===== config.mk =====
export PLATFORM = sky130hd
export DESIGN_NAME = fcpc_regs
export DESIGN_NICKNAME = d
export VERILOG_FILES = /design/src/logic/fcpc_pkg.sv /design/src/logic/fcpc_regs.sv
export VERILOG_INCLUDE_DIRS = /design/src /design/src/logic
export SDC_FILE = /design/constraint.sdc
export NUM_CORES = 1
export LEC_CHECK = 0
export BUFFER_PORTS_ARGS = -buffer_cell sky130_fd_sc_hd__buf_4
export CORE_MARGIN = 5
export CORE_UTILIZATION = 30
export CTS_CLUSTER_SIZE = 16
export DETAILED_ROUTE_END_ITERATION = 8
export SYNTH_ARGS = -nofsm -noshare
export SYNTH_HDL_FRONTEND = slang
export SYNTH_SLANG_ARGS = --single-unit

===== constraint.sdc =====
create_clock -name clock_in -period 5.85 [get_ports clock_in]
set_input_delay 0.8775 -clock clock_in [delete_from_list [all_inputs] [get_ports clock_in]]
set_output_delay 0.8775 -clock clock_in [all_outputs]
set_load 0.02 [all_outputs]

===== src/logic/fcpc_defs.svh =====
// offsets, field positions, reset values and timing counts of the fast conversion and pin block
`ifndef FCPC_DEFS_SVH
`define FCPC_DEFS_SVH

// register indices; byte address is four times the index
`define FCPC_IDX_DEBUG_CNT    8'hd5
`define FCPC_IDX_HB4_CTRL     8'he8
`define FCPC_IDX_CURSRC_PIN5  8'hf1
`define FCPC_IDX_PIN_DRIVE    8'hf2
`define FCPC_IDX_FAST_NEG     8'hf3
`define FCPC_IDX_FAST_POS     8'hf4
`define FCPC_IDX_FAST_CTRL    8'hf5
`define FCPC_IDX_RD_PTR       8'hfc

// field positions
`define FCPC_BIT_CONT_EN      0
`define FCPC_BIT_AUX_SEL      1
`define FCPC_BIT_FIRST_SEL    2
`define FCPC_BIT_SECOND_SEL   3
`define FCPC_BIT_HB4_EN       0
`define FCPC_BIT_POS_POL      4
`define FCPC_BIT_POS_ON       5
`define FCPC_BIT_NEG_POL      6
`define FCPC_BIT_NEG_ON       7
`define FCPC_CURSRC_MASK      8'hf3
`define FCPC_SEL_MASK         8'h1f

// reset values
`define FCPC_RST_BYTE         8'h00
`define FCPC_RST_SEL          5'h00
`define FCPC_RST_CTRL         4'h0

// pin codes that double as analog inputs start here
`define FCPC_PIN_ANALOG_BASE  5'h08

// timing
`define FCPC_CLK_NS           5
`define FCPC_TOGGLE_HALF_NS   1250
`define FCPC_TOGGLE_HALF_CYC  (`FCPC_TOGGLE_HALF_NS / `FCPC_CLK_NS)
`define FCPC_START_DLY_NS     2000
`define FCPC_START_DLY_CYC    (`FCPC_START_DLY_NS / `FCPC_CLK_NS)
`define FCPC_MS_NS            1000000

// bus responses
`define FCPC_RESP_OKAY        2'h0
`define FCPC_RESP_SLVERR      2'h2

`endif


===== src/logic/fcpc_pkg.sv =====
// types of the fast conversion and pin block
package fcpc_pkg;

  typedef enum logic [1:0] {
    FS_IDLE = 2'h1,
    FS_WAIT = 2'h2
  } fcpc_start_t;

  typedef enum logic [1:0] {
    DRV_TRISTATE = 2'h0,
    DRV_LOW      = 2'h1,
    DRV_TOGGLE   = 2'h2,
    DRV_HIGH     = 2'h3
  } fcpc_drive_t;

  typedef struct packed {
    fcpc_start_t start_state;
    logic        aw_have;
    logic [11:0] aw_addr;
    logic        w_have;
    logic [7:0]  w_data;
    logic        w_strb0;
    logic        bvalid;
    logic [1:0]  bresp;
    logic        rvalid;
    logic [7:0]  rdata;
    logic [1:0]  rresp;
    logic [4:0]  neg_sel;
    logic [4:0]  pos_sel;
    logic [3:0]  fast_ctrl;
    logic        cont_prev;
    logic        hb4_en;
    logic [7:0]  cursrc_stage;
    logic [7:0]  cursrc_act;
    logic [7:0]  pin_drive;
    logic [7:0]  rd_ptr;
    logic [7:0]  dbg_cnt;
    logic [17:0] ms_cnt;
    logic [7:0]  tog_cnt;
    logic        tog;
    logic [8:0]  start_cnt;
    logic        conv_start;
    logic [4:0]  pin_out;
    logic [4:0]  pin_oe;
  } fcpc_state_t;

endpackage : fcpc_pkg


===== src/logic/fcpc_regs.sv =====
// register bank and pin logic of the fast conversion path
//
// Notes on behaviour
// [RULE1] two 5-bit fast selects, reset zero
// [RULE2] bit 0 continuous; results pushed if channel set
// [RULE3] bits 1-3 channels; start after rise/command
// [RULE4] drive codes: tristate, low, 400kHz toggle, high
// [RULE5] pins 4, 5 heartbeat; alert holds low
// [RULE6] overcurrent enable makes pin 5 heartbeat
// [RULE7] pin 4 heartbeat enable overrides drive field
// [RULE8] source polarity and on bits, 250uA
// [RULE9] source connects only while converting
// [RULE10] pin 5 register applies on drive write
// [RULE11] host keeps 1ms between drive, control writes
// [RULE12] host rewrites four bytes per open-wire step
// [RULE13] tristate pin serves as analog input
// [RULE14] 8-bit indirect read pointer
// [RULE15] debug counter counts ms, clears per cycle
// [RULE16] counter typically reaches 100 or 17
// [RULE17] select codes decode, reserved codes flagged
// [RULE18] aux channel converts one selected pair
// [RULE19] host leaves selects alone while running
// [RULE20] unused bits ignore writes, read zero
//
// Local design decision: the AXI4-Lite register port.
`timescale 1ns/1ps
`include "fcpc_defs.svh"

module fcpc_regs #(
  parameter int MS_TICK_CYCLES = `FCPC_MS_NS / `FCPC_CLK_NS
) (
  // clock and reset
  input  wire logic        clock_in,
  input  wire logic        rst_n_in,
  // axi4-lite write address and data
  input  wire logic        s_axi_awvalid_in,
  output logic             s_axi_awready_out,
  input  wire logic [11:0] s_axi_awaddr_in,
  input  wire logic        s_axi_wvalid_in,
  output logic             s_axi_wready_out,
  input  wire logic [31:0] s_axi_wdata_in,
  input  wire logic [3:0]  s_axi_wstrb_in,
  // axi4-lite write response
  output logic             s_axi_bvalid_out,
  input  wire logic        s_axi_bready_in,
  output logic [1:0]       s_axi_bresp_out,
  // axi4-lite read
  input  wire logic        s_axi_arvalid_in,
  output logic             s_axi_arready_out,
  input  wire logic [11:0] s_axi_araddr_in,
  output logic             s_axi_rvalid_out,
  input  wire logic        s_axi_rready_in,
  output logic [31:0]      s_axi_rdata_out,
  output logic [1:0]       s_axi_rresp_out,
  // core status, same clock
  input  wire logic        alert_unmasked_in,
  input  wire logic        oc_cmp_en_in,
  input  wire logic        oc_alert_in,
  input  wire logic        adc_attached_in,
  input  wire logic        start_conv_cmd_in,
  input  wire logic        core_cycle_done_in,
  // fast conversion control
  output logic [4:0]       fast_neg_input_sel_out,
  output logic [4:0]       fast_pos_input_sel_out,
  output logic             fast_cont_conv_en_out,
  output logic             fast_aux_ch_sel_out,
  output logic             fast_first_ch_sel_out,
  output logic             fast_second_ch_sel_out,
  output logic             fifo_push_en_out,
  output logic             fast_conv_start_out,
  output logic             neg_sel_reserved_out,
  output logic             pos_sel_reserved_out,
  output logic [7:0]       indirect_read_ptr_out,
  // open-wire current sources
  output logic             pos_src_on_out,
  output logic             pos_src_polarity_out,
  output logic             neg_src_on_out,
  output logic             neg_src_polarity_out,
  // general-purpose pins 1 to 5
  output logic [4:0]       pin_out,
  output logic [4:0]       pin_oe_out,
  output logic [4:0]       pin_analog_avail_out
);

  fcpc_pkg::fcpc_state_t state_reg;
  fcpc_pkg::fcpc_state_t state_next;

  logic aw_take;
  logic w_take;
  logic ar_take;
  logic wr_go;

  // only the listed word addresses answer okay
  function automatic logic fcpc_mapped(input logic [11:0] addr);
    logic hit;
    hit = 1'b0;
    if (addr[1:0] == 2'h0 && addr[11:10] == 2'h0)
    begin
      case (addr[9:2])
        `FCPC_IDX_DEBUG_CNT, `FCPC_IDX_HB4_CTRL, `FCPC_IDX_CURSRC_PIN5,
        `FCPC_IDX_PIN_DRIVE, `FCPC_IDX_FAST_NEG, `FCPC_IDX_FAST_POS,
        `FCPC_IDX_FAST_CTRL, `FCPC_IDX_RD_PTR: hit = 1'b1;
        default: hit = 1'b0;
      endcase
    end
    return hit;
  endfunction : fcpc_mapped

  // returns {oe, level}
  function automatic logic [1:0] fcpc_drive(input logic [1:0] code, input logic tog);
    logic [1:0] res;
    case (fcpc_pkg::fcpc_drive_t'(code))
      fcpc_pkg::DRV_LOW:    res = 2'h2;
      fcpc_pkg::DRV_TOGGLE: res = {1'b1, tog};
      fcpc_pkg::DRV_HIGH:   res = 2'h3;
      default:              res = 2'h0;
    endcase
    return res;
  endfunction : fcpc_drive

  // codes 21 and 24 to 31 select nothing
  function automatic logic fcpc_reserved(input logic [4:0] code);
    return (code == 5'h15) || (code[4:3] == 2'h3);
  endfunction : fcpc_reserved

  assign s_axi_awready_out = !state_reg.aw_have && !state_reg.bvalid;
  assign s_axi_wready_out  = !state_reg.w_have && !state_reg.bvalid;
  assign s_axi_arready_out = !state_reg.rvalid;
  assign aw_take = s_axi_awvalid_in && s_axi_awready_out;
  assign w_take  = s_axi_wvalid_in && s_axi_wready_out;
  assign ar_take = s_axi_arvalid_in && s_axi_arready_out;
  assign wr_go   = (state_reg.aw_have || aw_take) && (state_reg.w_have || w_take);

  always_comb
  begin
    state_next = state_reg;
    state_next.conv_start = 1'b0;
    state_next.cont_prev  = state_reg.fast_ctrl[`FCPC_BIT_CONT_EN];
    if (aw_take)
    begin
      state_next.aw_have = 1'b1;
      state_next.aw_addr = s_axi_awaddr_in;
    end
    if (w_take)
    begin
      state_next.w_have  = 1'b1;
      state_next.w_data  = s_axi_wdata_in[7:0];
      state_next.w_strb0 = s_axi_wstrb_in[0];
    end
    if (state_reg.bvalid && s_axi_bready_in)
      state_next.bvalid = 1'b0;
    // address and data may come in either order
    if (wr_go)
    begin
      state_next.aw_have = 1'b0;
      state_next.w_have  = 1'b0;
      state_next.bvalid  = 1'b1;
      state_next.bresp   = fcpc_mapped(state_next.aw_addr) ? `FCPC_RESP_OKAY
                                                           : `FCPC_RESP_SLVERR;
      if (fcpc_mapped(state_next.aw_addr) && state_next.w_strb0)
      begin
        case (state_next.aw_addr[9:2])
          `FCPC_IDX_HB4_CTRL:
            state_next.hb4_en = state_next.w_data[`FCPC_BIT_HB4_EN];
          // [RULE10] held until drive write
          `FCPC_IDX_CURSRC_PIN5:
            state_next.cursrc_stage = state_next.w_data & `FCPC_CURSRC_MASK;
          `FCPC_IDX_PIN_DRIVE:
          begin
            state_next.pin_drive  = state_next.w_data;
            state_next.cursrc_act = state_reg.cursrc_stage;
          end
          // [RULE1] fast selects
          `FCPC_IDX_FAST_NEG: state_next.neg_sel = state_next.w_data[4:0];
          `FCPC_IDX_FAST_POS: state_next.pos_sel = state_next.w_data[4:0];
          `FCPC_IDX_FAST_CTRL: state_next.fast_ctrl = state_next.w_data[3:0];
          // [RULE14] indirect pointer
          `FCPC_IDX_RD_PTR: state_next.rd_ptr = state_next.w_data;
          default: ;
        endcase
      end
    end
    if (state_reg.rvalid && s_axi_rready_in)
      state_next.rvalid = 1'b0;
    if (ar_take)
    begin
      state_next.rvalid = 1'b1;
      state_next.rresp  = fcpc_mapped(s_axi_araddr_in) ? `FCPC_RESP_OKAY : `FCPC_RESP_SLVERR;
      // [RULE20] unused bits read zero
      case (s_axi_araddr_in[9:2])
        `FCPC_IDX_DEBUG_CNT:   state_next.rdata = state_reg.dbg_cnt;
        `FCPC_IDX_HB4_CTRL:    state_next.rdata = {7'h00, state_reg.hb4_en};
        `FCPC_IDX_CURSRC_PIN5: state_next.rdata = state_reg.cursrc_stage;
        `FCPC_IDX_PIN_DRIVE:   state_next.rdata = state_reg.pin_drive;
        `FCPC_IDX_FAST_NEG:    state_next.rdata = {3'h0, state_reg.neg_sel};
        `FCPC_IDX_FAST_POS:    state_next.rdata = {3'h0, state_reg.pos_sel};
        `FCPC_IDX_FAST_CTRL:   state_next.rdata = {4'h0, state_reg.fast_ctrl};
        `FCPC_IDX_RD_PTR:      state_next.rdata = state_reg.rd_ptr;
        default:               state_next.rdata = `FCPC_RST_BYTE;
      endcase
      if (!fcpc_mapped(s_axi_araddr_in))
        state_next.rdata = `FCPC_RST_BYTE;
    end
    // [RULE4] 400kHz toggle base
    if (state_reg.tog_cnt == 8'(`FCPC_TOGGLE_HALF_CYC - 1))
    begin
      state_next.tog_cnt = 8'h00;
      state_next.tog     = !state_reg.tog;
    end
    else
      state_next.tog_cnt = state_reg.tog_cnt + 8'h01;
    // [RULE3] delayed start after continuous enable rises
    case (state_reg.start_state)
      fcpc_pkg::FS_IDLE:
      begin
        if (state_reg.fast_ctrl[`FCPC_BIT_CONT_EN] && !state_reg.cont_prev)
        begin
          state_next.start_state = fcpc_pkg::FS_WAIT;
          state_next.start_cnt   = 9'h000;
        end
      end
      fcpc_pkg::FS_WAIT:
      begin
        state_next.start_cnt = state_reg.start_cnt + 9'h001;
        if (state_reg.start_cnt == 9'(`FCPC_START_DLY_CYC - 1))
        begin
          state_next.conv_start  = 1'b1;
          state_next.start_state = fcpc_pkg::FS_IDLE;
        end
      end
      default: state_next.start_state = fcpc_pkg::FS_IDLE;
    endcase
    // [RULE3] command start is immediate
    if (start_conv_cmd_in)
      state_next.conv_start = 1'b1;
    // [RULE15] [RULE16] millisecond count, cleared per core cycle
    if (state_reg.ms_cnt == 18'(MS_TICK_CYCLES - 1))
    begin
      state_next.ms_cnt = 18'h00000;
      if (state_reg.dbg_cnt != 8'hff)
        state_next.dbg_cnt = state_reg.dbg_cnt + 8'h01;
    end
    else
      state_next.ms_cnt = state_reg.ms_cnt + 18'h00001;
    if (core_cycle_done_in)
    begin
      state_next.ms_cnt  = 18'h00000;
      state_next.dbg_cnt = `FCPC_RST_BYTE;
    end
    // [RULE4] pins 1 to 4 from the drive register
    for (int i = 0; i < 4; i++)
      {state_next.pin_oe[i], state_next.pin_out[i]} =
        fcpc_drive(state_reg.pin_drive[2*i +: 2], state_reg.tog);
    {state_next.pin_oe[4], state_next.pin_out[4]} =
      fcpc_drive(state_reg.cursrc_act[1:0], state_reg.tog);
    // [RULE5] [RULE7] pin 4 heartbeat overrides field
    if (state_reg.hb4_en)
    begin
      state_next.pin_oe[3]  = 1'b1;
      state_next.pin_out[3] = state_reg.tog && !alert_unmasked_in;
    end
    // [RULE6] overcurrent heartbeat overrides pin 5 field
    if (oc_cmp_en_in)
    begin
      state_next.pin_oe[4]  = 1'b1;
      state_next.pin_out[4] = state_reg.tog && !oc_alert_in;
    end
  end

  always_ff @(posedge clock_in or negedge rst_n_in)
  begin
    if (!rst_n_in)
    begin
      state_reg              <= '0;
      state_reg.start_state  <= fcpc_pkg::FS_IDLE;
      state_reg.neg_sel      <= `FCPC_RST_SEL;
      state_reg.pos_sel      <= `FCPC_RST_SEL;
      state_reg.fast_ctrl    <= `FCPC_RST_CTRL;
      state_reg.cursrc_stage <= `FCPC_RST_BYTE;
      state_reg.cursrc_act   <= `FCPC_RST_BYTE;
      state_reg.pin_drive    <= `FCPC_RST_BYTE;
    end
    else
      state_reg <= state_next;
  end

  assign s_axi_bvalid_out = state_reg.bvalid;
  assign s_axi_bresp_out  = state_reg.bresp;
  assign s_axi_rvalid_out = state_reg.rvalid;
  assign s_axi_rdata_out  = {24'h000000, state_reg.rdata};
  assign s_axi_rresp_out  = state_reg.rresp;

  // [RULE18] one differential pair for the aux channel
  assign fast_neg_input_sel_out = state_reg.neg_sel;
  assign fast_pos_input_sel_out = state_reg.pos_sel;
  // [RULE17] reserved codes flagged to the mux
  assign neg_sel_reserved_out   = fcpc_reserved(state_reg.neg_sel);
  assign pos_sel_reserved_out   = fcpc_reserved(state_reg.pos_sel);
  assign fast_cont_conv_en_out  = state_reg.fast_ctrl[`FCPC_BIT_CONT_EN];
  assign fast_aux_ch_sel_out    = state_reg.fast_ctrl[`FCPC_BIT_AUX_SEL];
  assign fast_first_ch_sel_out  = state_reg.fast_ctrl[`FCPC_BIT_FIRST_SEL];
  assign fast_second_ch_sel_out = state_reg.fast_ctrl[`FCPC_BIT_SECOND_SEL];
  // [RULE2] fifo only with a channel selected
  assign fifo_push_en_out       = state_reg.fast_ctrl[`FCPC_BIT_CONT_EN] &&
                                  (|state_reg.fast_ctrl[3:1]);
  assign fast_conv_start_out    = state_reg.conv_start;
  assign indirect_read_ptr_out  = state_reg.rd_ptr;

  // [RULE8] polarity and on bits; [RULE9] gated by conversion
  assign pos_src_polarity_out = state_reg.cursrc_act[`FCPC_BIT_POS_POL];
  assign neg_src_polarity_out = state_reg.cursrc_act[`FCPC_BIT_NEG_POL];
  assign pos_src_on_out = state_reg.cursrc_act[`FCPC_BIT_POS_ON] && adc_attached_in;
  assign neg_src_on_out = state_reg.cursrc_act[`FCPC_BIT_NEG_ON] && adc_attached_in;

  assign pin_out    = state_reg.pin_out;
  assign pin_oe_out = state_reg.pin_oe;

  // [RULE13] undriven pin doubles as analog input
  always_comb
  begin
    for (int i = 0; i < 5; i++)
      pin_analog_avail_out[i] = !state_reg.pin_oe[i] &&
        ((state_reg.neg_sel == `FCPC_PIN_ANALOG_BASE + 5'(i)) ||
         (state_reg.pos_sel == `FCPC_PIN_ANALOG_BASE + 5'(i)));
  end

  localparam int START_MAX = `FCPC_START_DLY_CYC + 3;
endmodule : fcpc_regs


==> impl_metrics.env, run 1 <==
export IMPL_status="completed"
export IMPL_comb_power_share=0.158
export IMPL_setup_violations=0
export IMPL_die_area_sq_um=26200
export IMPL_intPower_mw=1.97
export IMPL_path_class="in -> reg"
export IMPL_crit_fanout=19
export IMPL_slowest_stage="nor3_2"
export IMPL_max_freq_ghz=0.297
export IMPL_dpl_hpwl_microns=12600
export IMPL_grt_max_degree=80
export IMPL_post_route_util=0.365
export IMPL_multi_input_area_sq_um=2980
export IMPL_tightest_slew_ns=1.08
export IMPL_die_w_microns=162
export IMPL_vias=4939
export IMPL_synth_area_top_cells="dfrtp_1 (49%), mux2_2 (8.1%), buf_4 (6.9%), nand2_1 (2.8%), nor2_1 (2.6%)"
export IMPL_cts_inserted_buffers=17
export IMPL_yosysTopAreaCellShare=0.488
export IMPL_clock_sinks=136
export IMPL_setup_tns_ns=0
export IMPL_synth_edff_count=0
export IMPL_drc=0
export IMPL_path_clk_slew_ns=0.05
export IMPL_detail_route_antenna_nets=0
export IMPL_skew_ns=0.00709
export IMPL_post_cts_resized=0
export IMPL_dp_cells=985
export IMPL_hold_viol=0
export IMPL_grt_overflow=0
export IMPL_final_seq_area_sq_um=3400
export IMPL_portBuffers=105
export IMPL_place_gp_congestion=0.821
export IMPL_cp_cell_sequence="buf_4, or3b_1, mux2i_1, nand4_2, nor3_2, mux2_2"
export IMPL_cp_num_buf_inv=1
export IMPL_worstPathArrival_ns=3.67
export IMPL_layout_setup_ws_ns=2.48
export IMPL_period_minus_slack_ns=3.37
export IMPL_start_kind="primary input"
export IMPL_synthCells=649
export IMPL_muxShareOfSynthArea=0.114
export IMPL_pre_cts_ws_ns=2.00
export IMPL_cts_root_buf="clkbuf_16"
export IMPL_ys_seq_area_frac=0.491
export IMPL_insertedDiodeCount=0
export IMPL_area_growth_pct=19.6
export IMPL_slowest_delay_ns=0.95
export IMPL_first_global_vias=4758
export IMPL_slew_headroom=0.269
export IMPL_rows=55
export IMPL_dr_pass1_iters=6
export IMPL_synth_compound_area_share=0.0845
export IMPL_worst_ir_drop_vdd_v=0.000163
export IMPL_synth_top_area_cell="dfrtp_1"
export IMPL_finalPower_mw=2.72
export IMPL_cellPowerDensity_nw_per_um2=328
export IMPL_grt_pass1_wl_microns=26900
export IMPL_ff2ff_setup_slack_ns=2.54
export IMPL_rsz0062_at_grt="no"
export IMPL_ios=159
export IMPL_track_usage=0.131
export IMPL_synthFlopType="dfrtp_1"
export IMPL_synth_area_sq_um=6930
export IMPL_synthArstFlopShare=1.00
export IMPL_p_sw_frac=0.274
export IMPL_fin_crit_sh=0.576
export IMPL_drt_total_wl_microns=17000
export IMPL_synth_fa_ha_area_frac=0.00903
export IMPL_clk_latency_ns=0.42
export IMPL_cap_violations=0
export IMPL_switching_power_uw=745
export IMPL_end_kind="flop"
export IMPL_power_frac_clock=0.439
export IMPL_synth_simple_gate_area_frac=0.180
export IMPL_initialDrtViolationCount=214
export IMPL_synth_top_family_by_area="simple AND/OR/NAND/NOR gates"
export IMPL_h_tree_depth=4
export IMPL_start_util=0.305
export IMPL_yosysWarningCount=0
export IMPL_p_leak_nw=3.87
export IMPL_wl_per_cell_microns=16.7
export IMPL_layoutNonFillerInstCount=1017
export IMPL_core_area_sq_um=22700
export IMPL_ys_ff_latch=136
export IMPL_largest_reg_flops=89
export IMPL_ctsHoldBuffers=0
export IMPL_layout_common_cells="dfrtp_1 (135), buf_4 (108), nand2_1 (51)"
export IMPL_fillers=2275
export IMPL_seq_power_share=0.403
export IMPL_antenna_found_initial=0
export IMPL_cts_setup_buffers=0
export IMPL_synth_xor_area_share=0.0278
export IMPL_final_nets=797
export IMPL_crit_family="simple AND/OR/NAND/NOR gates"
export IMPL_vias_per_cell=4.86
export IMPL_layout_drive_gt1_share=0.286
export IMPL_fp_dieH_microns=162
export IMPL_slew_violations=0
export IMPL_tritoncts="done"
export IMPL_cp_required_ns=6.15
export IMPL_syn_area_per_cell_sq_um=10.7
export IMPL_hold_class="reg -> reg"
export IMPL_final_common_cell="dfrtp_1"
export IMPL_ys_types=63
export IMPL_cts_buffer_depth=2
## worst reg2reg max path: cells and delay by family, from the launching register on
family | cells | cell delay (ns)
and+or+nand+nor | 3 | 2.11
DFF | 1 | 0.46
AOI/OAI and AO/OA | 1 | 0.21
muxes | 1 | 0.42
## Yosys cell counts (4+ instances only)
| master | number |
|---|---|
| dfrtp_1 | 135 |
| buf_4 | 64 |
| nand2_1 | 51 |
| mux2_2 | 50 |
| nor2_1 | 48 |
| nand3_1 | 34 |
| o21ai_0 | 24 |
| inv_1 | 19 |
| clkbuf_1 | 15 |
| xor2_1 | 14 |
| a21oi_1 | 13 |
| a22o_1 | 11 |
| mux2i_1 | 11 |
| or3_1 | 10 |
| nor4_1 | 9 |
| mux2_4 | 8 |
| nand4_1 | 8 |
| nor3_1 | 8 |
| nor3b_1 | 8 |
| xnor2_1 | 8 |
| nand2b_1 | 6 |
| nor4b_1 | 6 |
| a222oi_1 | 5 |
| and3_1 | 5 |
| ha_1 | 5 |
| nor2b_1 | 5 |
| a31oi_1 | 4 |
| and2_1 | 4 |
| nand4b_1 | 4 |
| o31ai_1 | 4 |
| or2_2 | 4 |
## cell families after synthesis
group / after synthesis
and+or+nand+nor: 229
muxes: 69
other: 1
DFF: 136
adders and majority gates: 5
AOI/OAI and AO/OA: 85
buffers and inverters: 102
xor gates and xnor gates: 22
## routing by layer
layer	GRT usage	vias up	wire length, microns
met4	0.0434	0	221
met1	0.177	2436	7930
met5	0	-	0
li1	-	2377	-
met3	0.0343	18	822
met2	0.205	108	8040
## path summary, 6_finish.rpt
kind,startpoint,to,depth (start not counted)
setup / recovery,s_axi_awvalid_in,state_reg[78],6
hold / removal,state_reg[29],state_reg[29],1
setup reg to reg,s_axi_bvalid_out,state_reg[78],5
hold reg to reg,state_reg[29],state_reg[29],1
max in group asynchronous,rst_n_in,state_reg[50],2
min in group asynchronous,rst_n_in,state_reg[33],1
## stage by stage
stage | hold slack (ns) | cell area [sq um]
floorplan | 0.453 | 7020
global placement | 0.475 | 7630
detailed placement | 0.476 | 7630
CTS | 0.484 | 8290
global route | 0.502 | 8290
finish | 0.483 | 8290
## power by group through the flow
stage | Combinational [mW] | Sequential (mW) | Clock (mW)
after floorplan | 0.303 | 1.10 | 0
after global placement | 0.431 | 1.11 | 0
after detailed placement | 0.433 | 1.11 | 0
after CTS | 0.437 | 1.09 | 1.22
after global routing | 0.476 | 1.11 | 1.26
final | 0.430 | 1.10 | 1.19
## cell type report
class                   count  area share
multi-input cells         436       0.359
flip-flops and latches    136       0.411
repair buffers            109      0.0992
inverters                  19     0.00860
well taps                 285      0.0430
clock buffers              19      0.0534
clock inverters            13      0.0258
(Power assumes the default switching activity.)
==> run 2: changes to the inputs <==
--- a/config.mk
+++ b/config.mk
@@ -6,6 +6,7 @@
 export SDC_FILE = /design/constraint.sdc
 export NUM_CORES = 1
 export LEC_CHECK = 0
+export ABC_AREA = 1
 export BUFFER_PORTS_ARGS = -buffer_cell sky130_fd_sc_hd__buf_4
 export CORE_MARGIN = 5
 export CORE_UTILIZATION = 30
==> constraint.sdc (replaced) <==
create_clock -name clock_in -period 3.5 [get_ports clock_in]
set_input_delay 0.525 -clock clock_in [delete_from_list [all_inputs] [get_ports clock_in]]
set_output_delay 0.525 -clock clock_in [all_outputs]
set_load 0.02 [all_outputs]
==> run 2 against run 1 <==
  * Critical endpoint is now state_reg[85]
  * Critical path depth increased by 1
  * Sequential power increased by 62%
  * First-iteration DRC count increased by 60%
  * Largest power group unchanged
==> impl_metrics.env, run 2 <==
export IMPL_p_leak_nw=4.12
export IMPL_worst_ir_drop_vdd_v=0.000321
export IMPL_status="completed"
export IMPL_portBuffers=105
export IMPL_drt_total_wl_microns=17400
export IMPL_cts_buffer_depth=2
export IMPL_synth_simple_gate_area_frac=0.243
export IMPL_yosysMostFrequentCell="nand2_1"
export IMPL_first_global_vias=5281
export IMPL_synthArstFlopShare=1.00
export IMPL_detail_route_antenna_nets=0
export IMPL_synth_compound_area_share=0.116
export IMPL_seq_power_share=0.402
export IMPL_final_nets=1013
export IMPL_wl_per_cell_microns=13.8
export IMPL_insertedDiodeCount=0
export IMPL_r2r_start="s_axi_bvalid_out"
export IMPL_synth_xor_area_share=0.00992
export IMPL_path_clk_slew_ns=0.06
export IMPL_synth_edff_count=0
export IMPL_final_common_cell="nand2_1"
export IMPL_h_tree_depth=4
export IMPL_layout_common_cells="nand2_1 (204), dfrtp_1 (135), inv_1 (112)"
export IMPL_rsz0062_at_grt="no"
export IMPL_fillers=2436
export IMPL_place_gp_congestion=0.873
export IMPL_syn_area_per_cell_sq_um=8.25
export IMPL_area_growth_pct=19.3
export IMPL_cts_setup_buffers=0
export IMPL_setup_tns_ns=0
export IMPL_end_kind="flop"
export IMPL_cap_violations=0
export IMPL_grt_max_degree=78
export IMPL_switching_power_mw=1.35
export IMPL_cts_root_buf="clkbuf_16"
export IMPL_largest_reg_flops=89
export IMPL_rows=56
export IMPL_clock_sinks=136
export IMPL_antenna_found_initial=0
export IMPL_ios=159
export IMPL_synth_area_sq_um=7060
export IMPL_yosysWarningCount=0
export IMPL_crit_fanout=18
export IMPL_ctsHoldBuffers=0
export IMPL_synthCells=856
export IMPL_skew_ns=0.00913
export IMPL_dr_pass1_iters=5
export IMPL_clk_latency_ns=0.42
export IMPL_fp_dieH_microns=163
export IMPL_die_w_microns=163
export IMPL_tritoncts="done"
export IMPL_cp_required_ns=3.82
export IMPL_synth_area_top_cells="dfrtp_1 (48%), nand2_1 (11%), buf_4 (6.9%), inv_1 (6.0%), nor2_1 (3.5%)"
export IMPL_tightest_slew_ns=0.934
export IMPL_track_usage=0.133
export IMPL_cts_inserted_buffers=17
export IMPL_setup_violations=0
export IMPL_reg2regPathDepth=7
export IMPL_start_kind="flop"
export IMPL_slew_violations=0
export IMPL_core_area_sq_um=23300
export IMPL_intPower_mw=3.07
export IMPL_muxShareOfSynthArea=0.00159
export IMPL_period_minus_slack_ns=2.82
export IMPL_grt_pass1_wl_microns=28000
export IMPL_slew_headroom=0.373
export IMPL_vias=5576
export IMPL_fin_crit_sh=0.807
export IMPL_post_route_util=0.361
export IMPL_start_util=0.303
export IMPL_die_area_sq_um=26700
export IMPL_synthTopCellsByCount="nand2_1 (204), dfrtp_1 (135), inv_1 (112)"
export IMPL_pre_cts_ws_ns=0.684
export IMPL_synthFlopType="dfrtp_1"
export IMPL_cellPowerDensity_nw_per_um2=524
export IMPL_layout_setup_ws_ns=0.675
export IMPL_path_class="reg -> reg"
export IMPL_initialDrtViolationCount=343
export IMPL_max_freq_ghz=0.354
export IMPL_comb_power_share=0.194
export IMPL_layout_drive_gt1_share=0.178
export IMPL_ff2ff_setup_slack_ns=0.68
export IMPL_synth_top_family_by_area="simple AND/OR/NAND/NOR gates"
export IMPL_drc=0
export IMPL_synth_top_area_cell="dfrtp_1"
export IMPL_dpl_hpwl_microns=13300
export IMPL_ys_ff_latch=136
export IMPL_timing_rr_end="state_reg[85]"
export IMPL_vias_per_cell=4.40
export IMPL_power_frac_clock=0.404
export IMPL_hold_class="in -> async"
export IMPL_ys_types=45
export IMPL_grt_overflow=0
export IMPL_synth_fa_ha_area_frac=0.00886
export IMPL_post_cts_resized=0
export IMPL_yosysTopAreaCellShare=0.478
export IMPL_p_sw_frac=0.305
export IMPL_finalPower_mw=4.42
export IMPL_hold_viol=0
export IMPL_ys_seq_area_frac=0.482
export IMPL_worstPathArrival_ns=3.14
run 2: cell count changes in the layout (fill, tap and decap cells not counted), moves of 17 or more:
cell | before | now
inv_1 | 19 | 112
a21oi_1 | 13 | 31
nand2_1 | 51 | 204
o21ai_1 | 0 | 21
o21ai_0 | 24 | 42
mux2_2 | 50 | 1
nor2_1 | 48 | 65
run 2: routing by layer:
| layer | GRT usage | share of wire | vias up |
|---|---|---|---|
| met5 | 0 | 0 | - |
| met4 | 0.0454 | 0.0096 | 0 |
| met3 | 0.0421 | 0.081 | 12 |
| met2 | 0.202 | 0.44 | 148 |
| met1 | 0.181 | 0.47 | 2550 |
| li1 | - | - | 2866 |
run 2: power by group through the flow:
stage	clock network, mW	logic [mW]	registers (mW)
3_3_place_gp	0	0.855	1.80
4_1_cts	1.83	0.870	1.78
6_report	1.79	0.855	1.78
3_5_place_dp	0	0.867	1.80
2_1_floorplan	0	0.617	1.80
5_1_grt	1.89	0.970	1.79
run 2: cell type report:
cell class              count  area, sq um  share of cell area
clock buffers              22          474              0.0563
repair buffers            110          830              0.0985
inverters                 112          420              0.0499
clock inverters            10          119              0.0141
multi-input cells         558         2780               0.330
flip-flops and latches    136         3400               0.404
well taps                 319          399              0.0474
run 2: worst max-delay path by stage:
stage | slack (ns) | from | end
after detailed placement | 0.68 | s_axi_awvalid_in | state_reg[72]
after global placement | 0.73 | s_axi_awvalid_in | state_reg[64]
after floorplan | 1.00 | s_axi_bvalid_out | state_reg[64]
after CTS | 0.64 | s_axi_bvalid_out | state_reg[85]
final | 0.68 | s_axi_bvalid_out | state_reg[85]
after global routing | 0.35 | s_axi_bvalid_out | state_reg[85]
run 2: worst max-delay path, cell delays in order (launching register included):
cell and delay (ns):
dfrtp_1 0.44, nor2_4 0.31, nand2_4 0.20, nand2_1 0.12, nand2_2 0.08, nor4_4 0.66, nand4_1 0.57, o21ai_1 0.32
run 2: cells by family after synthesis:
logic type | Yosys count
buf+inv | 187
flops | 136
simple gates | 379
xor+xnor | 8
fa+ha+maj | 5
mux | 1
compound gates | 139
other cells | 1
run 2: per-stage QoR:
step	cell area, sq um	hold slack (ns)	cells
final	8430	0.140	1267
after global routing	8430	0.195	1267
after CTS	8430	0.165	1267
after detailed placement	7830	0.421	1235
after global placement	7830	0.418	1235
after floorplan	7160	0.229	881
